**config.mk**
```make
export PLATFORM = sky130hd
export DESIGN_NAME = scf_tx
export DESIGN_NICKNAME = d
export VERILOG_FILES = /design/src/shared/scf_pkg.sv /design/src/shared/scf_crc_if.sv /design/src/design/scf_tx.sv /design/src/design/scf_crc.sv
export VERILOG_INCLUDE_DIRS = /design/src /design/src/shared
export SDC_FILE = /design/constraint.sdc
export NUM_CORES = 1
export LEC_CHECK = 0
export ABC_AREA = 1
export BUFFER_PORTS_ARGS = -buffer_cell sky130_fd_sc_hd__buf_2
export CELL_PAD_IN_SITES_DETAIL_PLACEMENT = 1
export CELL_PAD_IN_SITES_GLOBAL_PLACEMENT = 1
export CORE_MARGIN = 3
export CORE_UTILIZATION = 30
export CTS_CLUSTER_DIAMETER = 60
export CTS_CLUSTER_SIZE = 20
export DETAILED_ROUTE_END_ITERATION = 6
export GPL_ROUTABILITY_DRIVEN = 0
export HOLD_SLACK_MARGIN = 0.05
export PLACE_DENSITY = 0.67
export SLEW_MARGIN = 20
export SYNTH_ARGS = -nofsm -noshare
export SYNTH_HDL_FRONTEND = slang
export SYNTH_HIERARCHICAL = 1
export SYNTH_SLANG_ARGS = --single-unit
```
**constraint.sdc**
```tcl
create_clock -name core_clk -period 4.4 [get_ports core_clk]
set_input_delay 0.88 -clock core_clk [delete_from_list [all_inputs] [get_ports core_clk]]
set_output_delay 0.88 -clock core_clk [all_outputs]
set_load 0.005 [all_outputs]
```
**src/shared/scf_params.svh**
```systemverilog
// constants for the serial channel format and transmit control block
// assumes an 8-bit register port with a 3-bit address
`ifndef SCF_PARAMS_SVH
`define SCF_PARAMS_SVH
// register addresses
`define SCF_A_FMT 3'h0
`define SCF_A_CTL 3'h1
`define SCF_A_SY1 3'h2
`define SCF_A_SY2 3'h3
`define SCF_A_DAT 3'h4
`define SCF_A_STA 3'h5
// format register fields
`define SCF_F_PEN 0
`define SCF_F_PEVEN 1
`define SCF_F_STOP 3:2
`define SCF_F_SMODE 5:4
`define SCF_F_RATE 7:6
// transmit control fields
`define SCF_F_CRCEN 0
`define SCF_F_RTS 1
`define SCF_F_POLY 2
`define SCF_F_TXEN 3
`define SCF_F_BRK 4
`define SCF_F_LEN 6:5
`define SCF_F_DTR 7
// status fields
`define SCF_S_BUFE 0
`define SCF_S_ALLSENT 1
`define SCF_S_LATCH 2
`define SCF_S_SYNCIN 3
// codes
`define SCF_STOP_SYNC 2'h0
`define SCF_M_BISYNC 2'h1
`define SCF_M_SDLC 2'h2
`define SCF_M_EXT 2'h3
`define SCF_R_X1 2'h0
`define SCF_R_X16 2'h1
`define SCF_R_X32 2'h2
// transmit clock edges per bit for each rate code
`define SCF_DIV1 7'd1
`define SCF_DIV16 7'd16
`define SCF_DIV32 7'd32
`define SCF_DIV64 7'd64
`define SCF_L_PACK 2'h0
`define SCF_L_7 2'h1
`define SCF_L_6 2'h2
// values
`define SCF_REG_RST 8'h00
`define SCF_FLAG 8'h7e
`define SCF_RUN 3'h5
`define SCF_POLY16 16'ha001
`define SCF_POLYCC 16'h8408
`define SCF_PRE16 16'h0000
`define SCF_PRECC 16'hffff
`endif

```
**src/shared/scf_pkg.sv**
```systemverilog
// types shared by the serial channel format and transmit control block
// assumes scf_params.svh for all numeric constants
package scf_pkg;
  typedef enum logic [2:0] {S_OFF, S_MARK, S_IDLE, S_DATA, S_CRC, S_SMARK} scf_state_t;
endpackage

```
**src/shared/scf_crc_if.sv**
```systemverilog
// carrier between the transmitter and its crc generator
// assumes both ends run on the same core clock
interface scf_crc_if;
  logic        clr;
  logic        step;
  logic        poly16;
  logic [7:0]  dat;
  logic [3:0]  nbits;
  logic [15:0] crc;
  modport mst (output clr, step, poly16, dat, nbits, input crc);
  modport gen (input clr, step, poly16, dat, nbits, output crc);
endinterface

```
**src/design/scf_tx.sv**
```systemverilog
// character format and transmitter control for one serial channel
// assumes a plain register port on core_clk and a slow transmit clock pin
//
// Design decisions made here: the address-and-strobe port and the register addresses.
`include "scf_params.svh"
module scf_tx
  import scf_pkg::*;
(
  // clock and reset
  input  wire logic       core_clk,
  input  wire logic       rst,
  // register port
  input  wire logic [2:0] reg_addr,
  input  wire logic [7:0] reg_wdata,
  input  wire logic       reg_wr,
  input  wire logic       reg_rd,
  output logic      [7:0] reg_rdata,
  // serial line and modem pins
  input  wire logic       txc_pin,
  output logic            txd,
  output logic            rts_n,
  output logic            dtr_n,
  input  wire logic       sync_i,
  output logic            sync_o,
  output logic            sync_oe,
  // settings shared with the receiver
  output logic            rx_par_en,
  output logic            rx_par_even,
  output logic            rx_crc16,
  output logic      [1:0] rx_rate,
  output logic      [7:0] rx_addr
);
  logic [7:0]  fmt_q, ctl_q, sy1_q, sy2_q, buf_q, rdata_q;
  logic        buf_full_q, latch_q, line_q, txd_q, rts_n_q;
  logic        txc_s1_q, txc_s2_q, txc_s3_q, syn_s1_q, syn_s2_q;
  logic [7:0]  cnt_q;
  logic [15:0] sh_q;
  logic [4:0]  left_q;
  logic [2:0]  ones_q;
  logic        stuff_q, stop_q;
  scf_state_t  st_q;

  scf_crc_if crc_bus();

  scf_crc u_crc (
    .core_clk (core_clk),
    .rst      (rst),
    .bus      (crc_bus)
  );

  // decoded settings
  logic       async_m, sdlc_m, bisync_m, pen, peven, tx_en;
  logic [6:0] bitlen;
  logic [8:0] stop_prod;
  logic [7:0] tgt;
  assign async_m  = fmt_q[`SCF_F_STOP] != `SCF_STOP_SYNC;
  assign sdlc_m   = !async_m && fmt_q[`SCF_F_SMODE] == `SCF_M_SDLC;
  assign bisync_m = !async_m && fmt_q[`SCF_F_SMODE] == `SCF_M_BISYNC;
  assign pen      = fmt_q[`SCF_F_PEN] && !sdlc_m;
  assign peven    = fmt_q[`SCF_F_PEVEN];
  assign tx_en    = ctl_q[`SCF_F_TXEN];

  // edges of the transmit clock per bit
  always_comb
  begin
    case (fmt_q[`SCF_F_RATE])
      `SCF_R_X1:  bitlen = `SCF_DIV1;
      `SCF_R_X16: bitlen = `SCF_DIV16;
      `SCF_R_X32: bitlen = `SCF_DIV32;
      default:    bitlen = `SCF_DIV64;
    endcase
  end

  // stop time in half bits: field value plus one; 1.5 at 1x rounds down
  assign stop_prod = 9'(bitlen) * 9'({1'b0, fmt_q[`SCF_F_STOP]} + 3'd1);
  assign tgt = stop_q ? stop_prod[8:1] : {1'b0, bitlen};

  // link clock synchroniser; first stage feeds only the second
  always_ff @(posedge core_clk)
  begin
    if (rst)
    begin
      txc_s1_q <= 1'b1;
      txc_s2_q <= 1'b1;
      txc_s3_q <= 1'b1;
      syn_s1_q <= 1'b1;
      syn_s2_q <= 1'b1;
    end
    else
    begin
      txc_s1_q <= txc_pin;
      txc_s2_q <= txc_s1_q;
      txc_s3_q <= txc_s2_q;
      syn_s1_q <= sync_i;
      syn_s2_q <= syn_s1_q;
    end
  end

  // data moves on the falling transmit clock edge
  logic tick, unit_end, stuff_now, adv;
  assign tick      = txc_s3_q && !txc_s2_q;
  assign unit_end  = tick && (cnt_q >= tgt - 8'd1);
  assign stuff_now = stuff_q && ones_q == `SCF_RUN;
  assign adv       = unit_end && !stuff_now && left_q == 5'd0;

  // bit timer
  always_ff @(posedge core_clk)
  begin
    if (rst || unit_end)
      cnt_q <= 8'h00;
    else if (tick)
      cnt_q <= cnt_q + 8'd1;
  end

  // character length, packed form read from the marker zero
  logic [3:0] nb;
  always_comb
  begin
    case (ctl_q[`SCF_F_LEN])
      `SCF_L_PACK:
        casez (buf_q[7:3])
          5'b0????: nb = 4'd5;
          5'b10???: nb = 4'd4;
          5'b110??: nb = 4'd3;
          5'b1110?: nb = 4'd2;
          default:  nb = 4'd1;
        endcase
      `SCF_L_7: nb = 4'd7;
      `SCF_L_6: nb = 4'd6;
      default:  nb = 4'd8;
    endcase
  end

  // character vector: data, parity above it
  logic [8:0]  mask9;
  logic [7:0]  dm;
  logic        par;
  logic [15:0] cvec;
  logic [4:0]  clen;
  assign mask9 = ~(9'h1ff << nb);
  assign dm    = buf_q & mask9[7:0]; // upper bits ignored
  assign par   = (^dm) ^ ~peven;
  assign cvec  = {8'h00, dm} | ({15'h0000, par & pen} << nb);
  assign clen  = {1'b0, nb} + {4'h0, pen};

  // idle pattern per format
  logic [15:0] ipat;
  logic [4:0]  ilen;
  always_comb
  begin
    if (sdlc_m)
      ipat = {`SCF_FLAG, `SCF_FLAG};
    else if (bisync_m)
      ipat = {sy2_q, sy1_q};
    else
      ipat = {sy1_q, sy1_q};
    ilen = bisync_m ? 5'd16 : 5'd8;
  end

  // choice of the next unit at a boundary
  scf_state_t  nx_st;
  logic [15:0] nx_bits;
  logic [4:0]  nx_len;
  logic        nx_stop, nx_stuff, nx_load, nx_latch;
  always_comb
  begin
    nx_st    = st_q;
    nx_bits  = 16'hffff;
    nx_len   = 5'd1;
    nx_stop  = 1'b0;
    nx_load  = 1'b0;
    nx_latch = 1'b0;
    if (st_q == S_DATA && async_m && !stop_q)
      nx_stop = 1'b1;
    else if (!tx_en)
    begin
      // buffered character is kept
      if ((st_q == S_DATA || st_q == S_SMARK) && sdlc_m)
        nx_st = S_SMARK;
      else
        nx_st = S_OFF;
    end
    else if (buf_full_q)
    begin
      nx_st   = S_DATA;
      nx_load = 1'b1;
      nx_bits = async_m ? {cvec[14:0], 1'b0} : cvec;
      nx_len  = async_m ? clen + 5'd1 : clen;
    end
    else if (async_m)
      nx_st = S_MARK;
    else if (st_q == S_DATA && ctl_q[`SCF_F_CRCEN] && !latch_q)
    begin
      nx_st    = S_CRC;
      nx_bits  = crc_bus.crc;
      nx_len   = 5'd16;
      nx_latch = 1'b1;
    end
    else
    begin
      nx_st    = S_IDLE;
      nx_bits  = ipat;
      nx_len   = ilen;
      nx_latch = 1'b1;
    end
    nx_stuff = sdlc_m && (nx_st == S_DATA || nx_st == S_CRC || nx_st == S_SMARK);
  end

  // crc gets each character at load, with the enable seen then
  assign crc_bus.step   = adv && nx_load && ctl_q[`SCF_F_CRCEN];
  assign crc_bus.clr    = adv && nx_st == S_CRC;
  assign crc_bus.poly16 = ctl_q[`SCF_F_POLY];
  assign crc_bus.dat    = dm;
  assign crc_bus.nbits  = nb;

  // outgoing bit; disabled crc phase swaps in idle bits at the same place
  logic [3:0] pos;
  logic       bit_o;
  assign pos   = 4'(5'd16 - left_q);
  assign bit_o = (st_q == S_CRC && !tx_en) ? ipat[pos] : sh_q[0];

  // serialiser with sdlc zero insertion
  always_ff @(posedge core_clk)
  begin
    if (rst)
    begin
      st_q    <= S_OFF;
      line_q  <= 1'b1;
      sh_q    <= 16'hffff;
      left_q  <= 5'd0;
      ones_q  <= 3'h0;
      stuff_q <= 1'b0;
      stop_q  <= 1'b0;
    end
    else if (unit_end)
    begin
      if (stuff_now)
      begin
        line_q <= 1'b0;
        ones_q <= 3'h0;
      end
      else if (left_q != 5'd0)
      begin
        line_q <= bit_o;
        sh_q   <= sh_q >> 1;
        left_q <= left_q - 5'd1;
        ones_q <= (stuff_q && bit_o) ? ones_q + 3'h1 : 3'h0;
      end
      else
      begin
        st_q    <= nx_st;
        line_q  <= nx_bits[0];
        sh_q    <= nx_bits >> 1;
        left_q  <= nx_len - 5'd1;
        stop_q  <= nx_stop;
        stuff_q <= nx_stuff;
        ones_q  <= (nx_stuff && nx_bits[0]) ? ones_q + 3'h1 : 3'h0;
      end
    end
  end

  // register writes
  logic wr_dat;
  assign wr_dat = reg_wr && reg_addr == `SCF_A_DAT;
  always_ff @(posedge core_clk)
  begin
    if (rst)
    begin
      fmt_q <= `SCF_REG_RST;
      ctl_q <= `SCF_REG_RST;
      sy1_q <= `SCF_REG_RST;
      sy2_q <= `SCF_REG_RST;
      buf_q <= `SCF_REG_RST;
    end
    else if (reg_wr)
    begin
      case (reg_addr)
        `SCF_A_FMT: fmt_q <= reg_wdata;
        `SCF_A_CTL: ctl_q <= reg_wdata;
        `SCF_A_SY1: sy1_q <= reg_wdata;
        `SCF_A_SY2: sy2_q <= reg_wdata;
        `SCF_A_DAT: buf_q <= reg_wdata;
        default:    ;
      endcase
    end
  end

  // buffer flag: a write in the load cycle keeps it full
  always_ff @(posedge core_clk)
  begin
    if (rst)
      buf_full_q <= 1'b0;
    else
      buf_full_q <= wr_dat || (buf_full_q && !(adv && nx_load));
  end

  // idle/crc latch; set wins over the clearing write
  always_ff @(posedge core_clk)
  begin
    if (rst)
      latch_q <= 1'b1;
    else
      latch_q <= (adv && nx_latch) || (latch_q && !(wr_dat && !async_m));
  end

  // all sent when nothing is buffered or on the line
  logic all_sent;
  assign all_sent = !buf_full_q && !stop_q && (st_q == S_OFF || st_q == S_MARK
                    || st_q == S_IDLE || st_q == S_SMARK);

  // modem pins; async rts held low until the line drains
  always_ff @(posedge core_clk)
  begin
    if (rst)
      rts_n_q <= 1'b1;
    else if (!async_m || ctl_q[`SCF_F_RTS])
      rts_n_q <= !ctl_q[`SCF_F_RTS];
    else if (all_sent)
      rts_n_q <= 1'b1;
  end

  // break overrides the serialiser, which keeps running
  always_ff @(posedge core_clk)
  begin
    if (rst)
      txd_q <= 1'b1;
    else
      txd_q <= line_q && !ctl_q[`SCF_F_BRK];
  end

  // status read, data one cycle after the strobe
  always_ff @(posedge core_clk)
  begin
    if (rst)
      rdata_q <= 8'h00;
    else if (reg_rd && reg_addr == `SCF_A_STA)
    begin
      rdata_q                 <= 8'h00;
      rdata_q[`SCF_S_BUFE]    <= !buf_full_q;
      rdata_q[`SCF_S_ALLSENT] <= all_sent;
      rdata_q[`SCF_S_LATCH]   <= latch_q;
      rdata_q[`SCF_S_SYNCIN]  <= !syn_s2_q;
    end
    else
      rdata_q <= 8'h00;
  end

  assign reg_rdata   = rdata_q;
  assign txd         = txd_q;
  assign rts_n       = rts_n_q;
  assign dtr_n       = !ctl_q[`SCF_F_DTR];
  assign sync_o      = 1'b1;
  assign sync_oe     = !(!async_m && fmt_q[`SCF_F_SMODE] == `SCF_M_EXT);
  assign rx_par_en   = fmt_q[`SCF_F_PEN];
  assign rx_par_even = fmt_q[`SCF_F_PEVEN];
  assign rx_crc16    = ctl_q[`SCF_F_POLY];
  assign rx_rate     = fmt_q[`SCF_F_RATE];
  assign rx_addr     = sy1_q;
endmodule // scf_tx

```
**src/design/scf_crc.sv**
```systemverilog
// serial crc generator, one whole character per step
// assumes characters arrive lsb first and at most 8 bits wide
`include "scf_params.svh"
module scf_crc
  import scf_pkg::*;
(
  // clock and reset
  input wire logic core_clk,
  input wire logic rst,
  // transmitter side
  scf_crc_if.gen   bus
);
  logic [15:0] crc_q;
  logic [15:0] crc_d;

  // fold the valid low bits of the character into the remainder
  always_comb
  begin
    logic fb;
    fb = 1'b0;
    crc_d = crc_q;
    for (int i = 0; i < 8; i++)
    begin
      if (4'(i) < bus.nbits)
      begin
        fb = crc_d[0] ^ bus.dat[i];
        crc_d = (crc_d >> 1) ^ (fb ? (bus.poly16 ? `SCF_POLY16 : `SCF_POLYCC) : 16'h0000);
      end
    end
  end

  // preset differs per polynomial
  always_ff @(posedge core_clk)
  begin
    if (rst || bus.clr)
      crc_q <= bus.poly16 ? `SCF_PRE16 : `SCF_PRECC;
    else if (bus.step)
      crc_q <= crc_d;
  end

  assign bus.crc = crc_q;
endmodule // scf_crc

```
# --- After elaboration in Yosys (flattened, before gate mapping) ---
# Cells that the tools add are included.
totals:
  mem_bits_ro: 0
  register_bits: 111
  latch_bits: 0
  mem_count: 0
  ram_bits: 0
op_classes:
  n_reduce_logical: 74
  n_eq_ne: 24
  shift: 2
  n_mux: 66
  n_addsub: 9
  multipliers: 1
  bitwise: 26
  div: 0
  n_lt_le_gt_ge: 10
ops:
  columns: ["operator", "n"]
  rows:
  - ["$mux 16", 27]
  - ["$xor 15x16->16", 8]
  - ["$mux 5", 8]
  - ["$logic_and 1x1->1", 30]
  - ["$mux 3", 10]
  - ["$eq 3x3->1 const B", 8]
  - ["$pmux 7 s3", 1]
  - ["$lt 3x4->1 const A", 4]
  - ["$or 8x16->16", 1]
  - ["$shl 1x4->16", 1]
  - ["$eq 3x2->1 const B", 5]
  - ["$logic_not 1->1", 15]
  - ["$mux 15", 1]
  - ["$mux 1", 14]
  - ["$mux 14", 1]
  - ["$pmux 3 s4", 1]
  - ["$pmux 4 s3", 1]
  - ["$reduce_and 2->1", 6]
  - ["$logic_or 1x1->1", 11]
  - ["$eq 2x2->1 const B", 5]
  - ["$sub 5x1->5 const B", 2]
  - ["$mul 7x3->9", 1]
  - ["$shl 9x4->8 const A", 1]
  - ["$xor 1x1->1", 9]
  - ["28 further kinds", 41]

# --- Depth between registers and ports, before layout ---
# Gate-level depths: netlist (run 1).
depth:
  ltp_word: 40
  mapped_depth: 47

# --- By module ---
# Netlist (run 1), hierarchy kept.
by_module_without_submodules:
  columns: ["mod", "cells_each", "seq_area_each_um2", "n_inst", "area_per_inst_um2"]
  rows:
  - ["scf_tx", 876, 1821.7, 1, 5768.0]
  - ["scf_crc", 481, 480.5, 1, 2890.3]

# --- Least setup slack after synthesis (run 1) ---
# OpenSTA, ideal clock, no wires.
synth_timing:
  path_type: "register -> register"
  startpoint: "register fmt_q[2]"
  endpoint: "register u_crc.crc_q[0], in the netlist u_crc/bus.crc[0], data pin"
  arrival_ps: 4432
  t_required_ps: 4138
  synth_period_minus_slack_ps: 4694
  stages_incl_launch_ff: 28
  slack_ps: -294
  cell_sequence: "dfxtp_1 -> inv_1 -> ha_1 -> nand2_1 -> fa_1 -> inv_1 -> ha_1 -> fa_1 -> xnor2_1 -> o21ai_0 -> a21oi_1 -> xor2_1 -> ha_1 -> nand2_1 -> nor2_1 -> nand4_1 -> o2111ai_1 -> nand2_1 -> inv_1 -> nand2_1 -> nor2_1 -> nand3_1 -> nor2_1 -> nor2_1 -> inv_2 -> nand2_1 -> dlygate4sd1_1 -> nand2_1"
synth_via:
  elab_chain_len: 11
synth_lines:
  columns: ["item", "line", "text"]
  rows:
  - ["start, declared", "scf_tx.sv:33", "logic [7:0] fmt_q, ctl_q, sy1_q, sy2_q, buf_q, rdata_q;"]
  - ["start signal, assigned", "scf_tx.sv:269", "fmt_q <= `SCF_REG_RST;"]
  - ["start signal, assigned", "scf_tx.sv:278", "`SCF_A_FMT: fmt_q <= reg_wdata;"]
  - ["$add 2x1->3 or $reduce_bool 2->1 (tied branches)", null, null]
  - ["$mul 7x3->9 or $logic_not 1->1 (tied branches)", "scf_tx.sv:75, scf_tx.sv:57", null]
  - ["$mux 8 or $logic_and 1x1->1 (tied branches)", null, null]
  - ["$sub 8x1->8 or $logic_and 1x1->1 (tied branches)", "scf_tx.sv:102, scf_tx.sv:178", null]
  - ["$ge 8x8->1 or $mux 3 (tied branches)", "scf_tx.sv:102, scf_tx.sv:178", null]
  - ["$logic_and 1x1->1 or $mux 3 (tied branches)", "scf_tx.sv:102, scf_tx.sv:175", null]
  - ["$logic_and 1x1->1 or $mux 3 (tied branches)", "scf_tx.sv:104, scf_tx.sv:173", null]
  - ["$logic_and 1x1->1 or $eq 3x3->1 (tied branches)", "scf_tx.sv:104, scf_tx.sv:211", null]
  - ["$logic_and 1x1->1 (*)", "scf_tx.sv:211", "assign crc_bus.clr = adv && nx_st == S_CRC;"]
  - ["named net crc_bus.clr", "scf_crc_if.sv:4", "logic clr;"]
  - ["$logic_or 1x1->1 (*)", "scf_crc.sv:35", "if (rst || bus.clr)"]
  - ["$mux 16 (*)", "scf_crc.sv:35", null]
  - ["end signal, assigned", "scf_crc.sv:36", "crc_q <= bus.poly16 ? `SCF_PRE16 : `SCF_PRECC;"]
  - ["end signal, assigned", "scf_crc.sv:38", "crc_q <= crc_d;"]
  - ["end, declared", "scf_crc.sv:13", "logic [15:0] crc_q;"]
# Mark *: on every way through the listed nets, which the timed path passes. The rest lies on a longest branch.
# A chain may end at the register's enable or synchronous reset.

# --- Final worst setup path (run 1) ---
layout_timing:
  startpoint: "register ctl_q[6]"
  endpoint: "register u_crc.crc_q[0], in the netlist u_crc/bus.crc[0], data pin"
layout_via:
  elab_chain_len: 39
layout_lines:
  columns: ["item", "line", "text"]
  rows:
  - ["start, declared", "scf_tx.sv:33", null]
  - ["start signal, assigned", "scf_tx.sv:270", "ctl_q <= `SCF_REG_RST;"]
  - ["start signal, assigned", "scf_tx.sv:279", "`SCF_A_CTL: ctl_q <= reg_wdata;"]
  - ["$eq 2x2->1, or another cell as far along", "scf_tx.sv:119", "case (ctl_q[`SCF_F_LEN])"]
  - ["$pmux 4 s3 (*)", "scf_tx.sv:119", null]
  - ["named net crc_bus.nbits[2]", "scf_crc_if.sv:8", "logic [3:0] nbits;"]
  - ["$shl 9x4->8", "scf_tx.sv:140", "assign mask9 = ~(9'h1ff << nb);"]
  - ["$not 8->8", "scf_tx.sv:140", null]
  - ["$and 8x8->8", "scf_tx.sv:141", "assign dm = buf_q & mask9[7:0];"]
  - ["$xor 1x1->1", "scf_crc.sv:26", "fb = crc_d[0] ^ bus.dat[i];"]
  - ["$mux 16", "scf_crc.sv:27", "crc_d = (crc_d >> 1) ^ (fb ? (bus.poly16 ? `SCF_POLY16 : `SCF_POLYCC) : 16'h0000);"]
  - ["(+24 left out)", null, null]
  - ["$xor 15x16->16", "scf_crc.sv:27", null]
  - ["$mux 16", "scf_crc.sv:24", "if (4'(i) < bus.nbits)"]
  - ["$xor 1x1->1", "scf_crc.sv:26", null]
  - ["$mux 16", "scf_crc.sv:27", null]
  - ["$xor 15x16->16", "scf_crc.sv:27", null]
  - ["$mux 16 (*)", "scf_crc.sv:24", null]
  - ["$mux 16 (*)", "scf_crc.sv:37", "else if (bus.step)"]
  - ["$mux 16 (*)", "scf_crc.sv:35", null]
# Mark *: on every way through the listed nets, which the timed path passes. The rest lies on a longest branch. The select of a mux whose other input is x is not followed.

==> results.ini, run 1 <==
[finish]
syn_to_final_growth_pct=30.9
nFillCells=3650
finish.utilization_pct=40.4
nets=1551
final_area_mm2=0.0113
drive_above_1_share_pct=28.3
n_antenna_cell=0

[yosys]
syn_avg_cell_area_um2=6.38
yosys_warnings=6
synth_top_area_cell=dfxtp_1
seq_area_frac_synth_pct=26.6
synthDominantCellAreaShare_pct=21.0
synth-seq-cells=107
synth_area_leaders=dfxtp_1 21%, nand2_1 14%, o21ai_0 8.1%
netlist_area_mm2=0.00866
synth_cells=1357
yosysUniqueCellTypes=61

[floorplanning]
initial_core_util_pct=30.8
die-area_mm2=0.0309
die_y_um=176
fp.coreArea_mm2=0.0281
dieWidth_um=176
rows=61
ios=43

[power]
irDropWorstVdd_v=0.000191
power_density_mw_per_mm2=323
p_leak_nw=5.08

[global_routing]
use_met1_pct=24.9
grt_use_total_pct=20.1
gr-max-usage-layer=met2
grtUsageMet2_pct=36.0
grt_max_degree=34
grt_pass1_vias=9854
grtUsageMet3_pct=2.23
antenna_found_initial=0
grt_first_pass_wirelength_um=50400
overflow=0

[place]
place_area_mm2=0.00994
io_buffers=37
dp_hpwl_um=23700

[timing]
tightest_slew_ns=0.738
hold_violations=0
worst_clock_skew_ns=0.0149
period_share_pct=109
final_max_slew_viol_count=0
max_slew_margin_pct=50.6
fin_crit_ns=4.81
setup_slack_ns=-0.409
tns_ns=-3.98
clock.fmax_mhz=208
setup_viol=25
rsz0062_at_grt=true
hold_slack_ns=0.389

[routing]
detail_route.vias_per_cell=5.06
dr_total_vias=9572
drc_errors=0
wl_um=32000
drtIter0Drc=460
ant_nets=0
drt_first_pass_iters=5
wl_per_cell_um=17.0

[worst_setup_path]
crit_type=flop to flop
startpoint_type=flop
cpPeakStageDelay_ns=0.36
crit_slowest_cell=dfxtp_2
critPathLaunch=ctl_q[6]$_SDFFE_PP0P_
cp_data_arrival_time_ns=4.93
reg2reg_from=ctl_q[6]$_SDFFE_PP0P_
reg2reg_slack_ns=-0.41
end_kind=flop
critPathMaxFanout=19
cp.required_ns=4.52

[clock_network]
ctsLongestPathBuffers=2
cts_sinks=107
clk_latency_ns=0.37
cts_root_buf=clkbuf_16
htree_levels=3
cts_buffers=9
cts_tree=built
ctsHoldBuffers=0
clk_pin_slew_ns=0.09

[status]
status=finished with violations
failed_checks=setup timing

[worst_hold_path]
hold_start=syn_s2_q$_SDFF_PP1_
hold_path.class=flop to flop

[flow_run]
max-cap-violations=0

-- metal layers --
layer | share of wire (%) | wire [um] | vias up
li1 | - | - | 4745
met1 | 45 | 14500 | 4628
met2 | 49 | 15800 | 152
met3 | 2.7 | 855 | 47
met4 | 2.9 | 916 | 0
met5 | 0 | 0 | -
-- logic make-up (layout without fill, tap and decap cells) --
kind of cell | Yosys count | in the layout | synth area share (%)
AO/OA/AOI/OAI | 289 | 289 | 18.5
flip-flops | 107 | 107 | 26.6
buffers and inverters | 226 | 377 | 11.4
XOR/XNOR | 32 | 32 | 3.41
adder cells (fa/ha/maj) | 27 | 27 | 4.08
multiplexers | 5 | 5 | 0.578
AND/OR/NAND/NOR | 669 | 670 | 35.3
other | 2 | 5 | 0.0867
-- cell usage after synthesis, drive strengths merged --
library cell and count:
a2bb2oi 1, o211ai 24, a21oi 87, and2 2
dfxtp 91, xnor2 10, edfxtp 16, a211oi 3
inv 161, conb 2, nor3 8, or2 18
o21a 1, clkinv 4, nand4 19, o22ai 9
nor3b 1, a221oi 1, clkbuf 29, xor2 22
o2111ai 1, o221ai 2, nand2 359, o21ai 148
mux2i 5, a22oi 2, a32o 1, ha 25
fa 2, a21o 1, a31oi 8, nand3 131
nor2 131, buf 31, dlygate4sd1 1
-- final timing paths --
kind / end / cells past startpoint
worst max-delay path: u_crc/bus.crc[0]$_DFFE_PP_ / 34
worst min register to register: reg_rdata[3]$_SDFF_PP0_ / 1
worst max register to register: u_crc/bus.crc[0]$_DFFE_PP_ / 34
worst min-delay path: reg_rdata[3]$_SDFF_PP0_ / 1
-- cell usage in the layout (no fill, tap or decap), types with 16 or more instances in the layout --
cell      count
a21oi_1      78
buf_2        37
buf_4       142
dfxtp_1      85
edfxtp_1     16
ha_1         20
inv_1       138
inv_2        18
nand2_1     297
nand2_2      32
nand2_4      28
nand3_1      79
nand3_2      30
nand3_4      22
nand4_1      18
nor2_1      118
o211ai_1     24
o21ai_0     125
or2_2        16
xor2_1       20
-- worst max-delay path, delay by kind of cell (launching register included) --
family	cells	cell delay (ns)
buffers and inverters	11	1.20
flip-flops	1	0.36
AND/OR/NAND/NOR	17	1.71
XOR/XNOR	1	0.21
adder cells (fa/ha/maj)	1	0.26
AO/OA/AOI/OAI	4	0.80
-- report_power, final --
part	internal (W)	switching [W]	leakage (nW)
clock	0.000401	0.000428	0.147
sequential	0.00106	0.0000579	0.895
combinational	0.000695	0.00102	4.04
-- sequential cells by signal, summed over array words and instances (netlist names), 3 cells and up --
register,cells
sh_q,16
u_crc/bus.crc,16
buf_q,8
cnt_q,8
ctl_q,8
fmt_q,8
rx_addr,8
sy2_q,8
left_q,5
reg_rdata,4
ones_q,3
st_q,3
-- repair_timing --
action                                  in CTS  in global routing
gates cloned                                 1                  1
endpoints found under the setup margin      37                 42
setup buffers                               23                 21
gates resized for setup                     84                120
pin swaps                                   39                 56
-- cell type report --
| class | count | area, um^2 | area share, % |
|---|---|---|---|
| Clock inverter | 7 | 70.1 | 0.618 |
| Sequential cell | 107 | 2310 | 20.4 |
| Clock buffer | 9 | 225 | 1.99 |
| Multi-Input combinational cell | 1028 | 6130 | 54.1 |
| Inverter | 165 | 638 | 5.63 |
| Tap cell | 378 | 473 | 4.17 |
| Timing Repair Buffer | 196 | 1490 | 13.1 |
-- per-stage QoR --
stage               cells  total power [W]  worst slack, ns
global route         1890          0.00392           -0.762
global placement     1837          0.00255           -0.207
finish               1890          0.00366           -0.409
CTS                  1876          0.00350           -0.274
floorplan            1360          0.00205         0.000612
detailed placement   1837          0.00258           -0.581
Note: power is estimated with default switching activity, not from simulation.
==> run 2: changes to the inputs <==
- BUFFER_PORTS_ARGS: -buffer_cell sky130_fd_sc_hd__buf_2 -> -buffer_cell sky130_fd_sc_hd__buf_4
- MAX_ROUTING_LAYER: unset -> met4
- PLACE_DENSITY: 0.67 -> 0.64
- clock period: 4.4 -> 5.55 ns (I/O delays scaled with it)
==> results.ini, run 2 (synthesized netlist as in run 1, its figures left out) <==
[status]
status=complete, no violations  ; was finished with violations

[global_routing]
grt_max_degree=59  ; was 34
grtUsageMet3_pct=2.27  ; was 2.23%
grt_pass1_vias=9005  ; was 9854
gr-max-usage-layer=met2  ; unchanged
use_met1_pct=25.2  ; was 24.9%
grtUsageMet2_pct=34.1  ; was 36.0%
grt_use_total_pct=19.9  ; was 20.1%
grt_first_pass_wirelength_um=48300  ; was 50400 um
overflow=0  ; unchanged
antenna_found_initial=0  ; unchanged

[place]
pre_cts_ws_ns=0.0570  ; was -0.581 ns
io_buffers=37  ; unchanged
dp_hpwl_um=23500  ; was 23700 um

[power]
fin_total_pwr_w=0.00259  ; was 0.00366 W
p_leak_nw=4.31  ; was 5.08 nW
power_density_mw_per_mm2=268  ; was 323 mW/mm^2
irDropWorstVdd_v=0.000156  ; was 0.000191 V

[floorplanning]
die-area_mm2=0.0309  ; unchanged
ios=43  ; unchanged
die_y_um=176  ; unchanged
rows=61  ; unchanged
fp.coreArea_mm2=0.0281  ; unchanged
initial_core_util_pct=30.8  ; unchanged
dieWidth_um=176  ; unchanged

[clock_network]
clk_pin_slew_ns=0.08  ; was 0.09 ns
cts_buffers=9  ; unchanged
htree_levels=3  ; unchanged
ctsHoldBuffers=0  ; unchanged
cts_root_buf=clkbuf_16  ; unchanged
ctsLongestPathBuffers=2  ; unchanged
cts_sinks=107  ; unchanged
clk_latency_ns=0.37  ; about the same
cts_tree=built  ; unchanged

[worst_hold_path]
hold_depth=1  ; unchanged
hold_path.class=flop to flop  ; unchanged
whs_endpoint=reg_rdata[3]$_SDFF_PP0_  ; unchanged
hold_start=syn_s2_q$_SDFF_PP1_  ; unchanged

[flow_run]
max-cap-violations=0  ; unchanged

[timing]
period_share_pct=91.1  ; was 109%
worst_clock_skew_ns=0.0119  ; was 0.0149 ns
hold_slack_ns=0.388  ; was 0.389 ns
hold_violations=0  ; unchanged
final_max_slew_viol_count=0  ; unchanged
fin_crit_ns=5.05  ; was 4.81 ns
max_slew_margin_pct=35.6  ; was 50.6%
clock.fmax_mhz=198  ; was 208 MHz
tightest_slew_ns=0.961  ; was 0.738 ns
setup_slack_ns=0.497  ; was -0.409 ns
setup_viol=0  ; was 25

[routing]
drc_errors=0  ; unchanged
drt_first_pass_iters=5  ; unchanged
dr_total_vias=8880  ; was 9572
wl_um=29700  ; was 32000 um
ant_nets=0  ; unchanged
detail_route.vias_per_cell=5.05  ; was 5.06
drtIter0Drc=456  ; was 460
wl_per_cell_um=16.9  ; was 17.0 um

[finish]
layout_commonest_cell=nand2_1  ; unchanged
nets=1419  ; was 1551
mostFrequentLayoutCells=322 x nand2_1, 150 x inv_1, 138 x o21ai_0, 125 x nor2_1, 109 x nand3_1  ; was 297 x nand2_1, 142 x buf_4, 138 x inv_1, 125 x o21ai_0, 118 x nor2_1
syn_to_final_growth_pct=11.8  ; was 30.9%
drive_above_1_share_pct=14.0  ; was 28.3%
finish.utilization_pct=34.5  ; was 40.4%
n_antenna_cell=0  ; unchanged

[worst_setup_path]
startpoint_type=flop  ; unchanged
critPathMaxFanout=16  ; was 19
cp_data_arrival_time_ns=5.16  ; was 4.93 ns
crit_type=flop to flop  ; unchanged
end_kind=flop  ; unchanged
regToRegEndpoint=u_crc/bus.crc[11]$_DFFE_PP_  ; was u_crc/bus.crc[0]$_DFFE_PP_
reg2reg_from=fmt_q[2]$_SDFFE_PP0P_  ; was ctl_q[6]$_SDFFE_PP0P_
reg2reg_slack_ns=0.50  ; was -0.41 ns
cp.required_ns=5.65  ; was 4.52 ns
reg2reg_depth=26  ; was 34

==> run 2: changes by cell type in the layout (fill, tap and decap cells not counted), moves of 12 or more <==
cell,delta
inv_1,+12
o21ai_0,+13
nand2_1,+25
nand3_1,+30
nand3_4,-20
buf_2,-37
nand2_4,-18
buf_4,-78
==> run 2: cell type report <==
type | instances | area (um^2)
flip-flops and latches | 107 | 2310
clock inverters | 7 | 83.8
inverters | 165 | 631
repair buffers | 65 | 492
multi-input cells | 1027 | 5470
well taps | 378 | 473
clock buffers | 9 | 225
fillers | 3721 | 18400
==> run 2: stage by stage <==
step           setup TNS [ns]  area [um^2]  cells
6_report                    0         9680   1758
4_1_cts                     0         9500   1747
2_1_floorplan               0         8670   1360
3_5_place_dp                0         9190   1731
5_1_grt               -0.0181         9680   1758
3_3_place_gp                0         9190   1731
==> run 2: power breakdown <==
part	total (W)	switching (W)	internal [W]
clock network	0.000687	0.000328	0.000360
registers	0.000886	0.0000460	0.000840
logic	0.00102	0.000679	0.000343
==> run 2: metal layers <==
metal | vias to the layer above | share of wire [%]
li1 | 4466 | -
met1 | 4226 | 46
met2 | 150 | 49
met3 | 38 | 2.4
met4 | 0 | 2.2
met5 | - | 0
==> run 2: worst max-delay path by stage <==
stage | end | cells after the start | slack (ns) | from
global placement | u_crc/bus.crc[7]$_DFFE_PP_ | 26 | 0.25 | fmt_q[2]$_SDFFE_PP0P_
floorplan | u_crc/bus.crc[0]$_DFFE_PP_ | 27 | 0.86 | fmt_q[2]$_SDFFE_PP0P_
global route | u_crc/bus.crc[10]$_DFFE_PP_ | 46 | -0.02 | ctl_q[5]$_SDFFE_PP0P_
detailed placement | u_crc/bus.crc[14]$_DFFE_PP_ | 26 | 0.06 | fmt_q[2]$_SDFFE_PP0P_
finish | u_crc/bus.crc[11]$_DFFE_PP_ | 26 | 0.50 | fmt_q[2]$_SDFFE_PP0P_
CTS | u_crc/bus.crc[14]$_DFFE_PP_ | 26 | 0.04 | fmt_q[2]$_SDFFE_PP0P_
==> run 2: timing repair <==
item	in CTS	in global routing
resized for setup	0	29
setup endpoints to repair	0	32
setup buffers	0	11
==> run 2: critical path: stages, from the launching register on <==
cell and delay [ns]:
dfxtp_1 0.36, inv_1 0.09, ha_1 0.32, nand2_1 0.09, fa_1 0.51, inv_1 0.04
ha_1 0.20, fa_1 0.37, xnor2_1 0.20, o21ai_0 0.10, a21oi_1 0.16, xor2_1 0.18
ha_1 0.26, nand2_1 0.09, nor2_1 0.06, nand4_1 0.06, o2111ai_1 0.13, nand2_1 0.11
inv_1 0.07, nand2_1 0.10, nor2_1 0.07, nand3_1 0.10, nor2_1 0.08, nor2_2 0.43
inv_2 0.20, nand2_2 0.26, o21ai_0 0.16
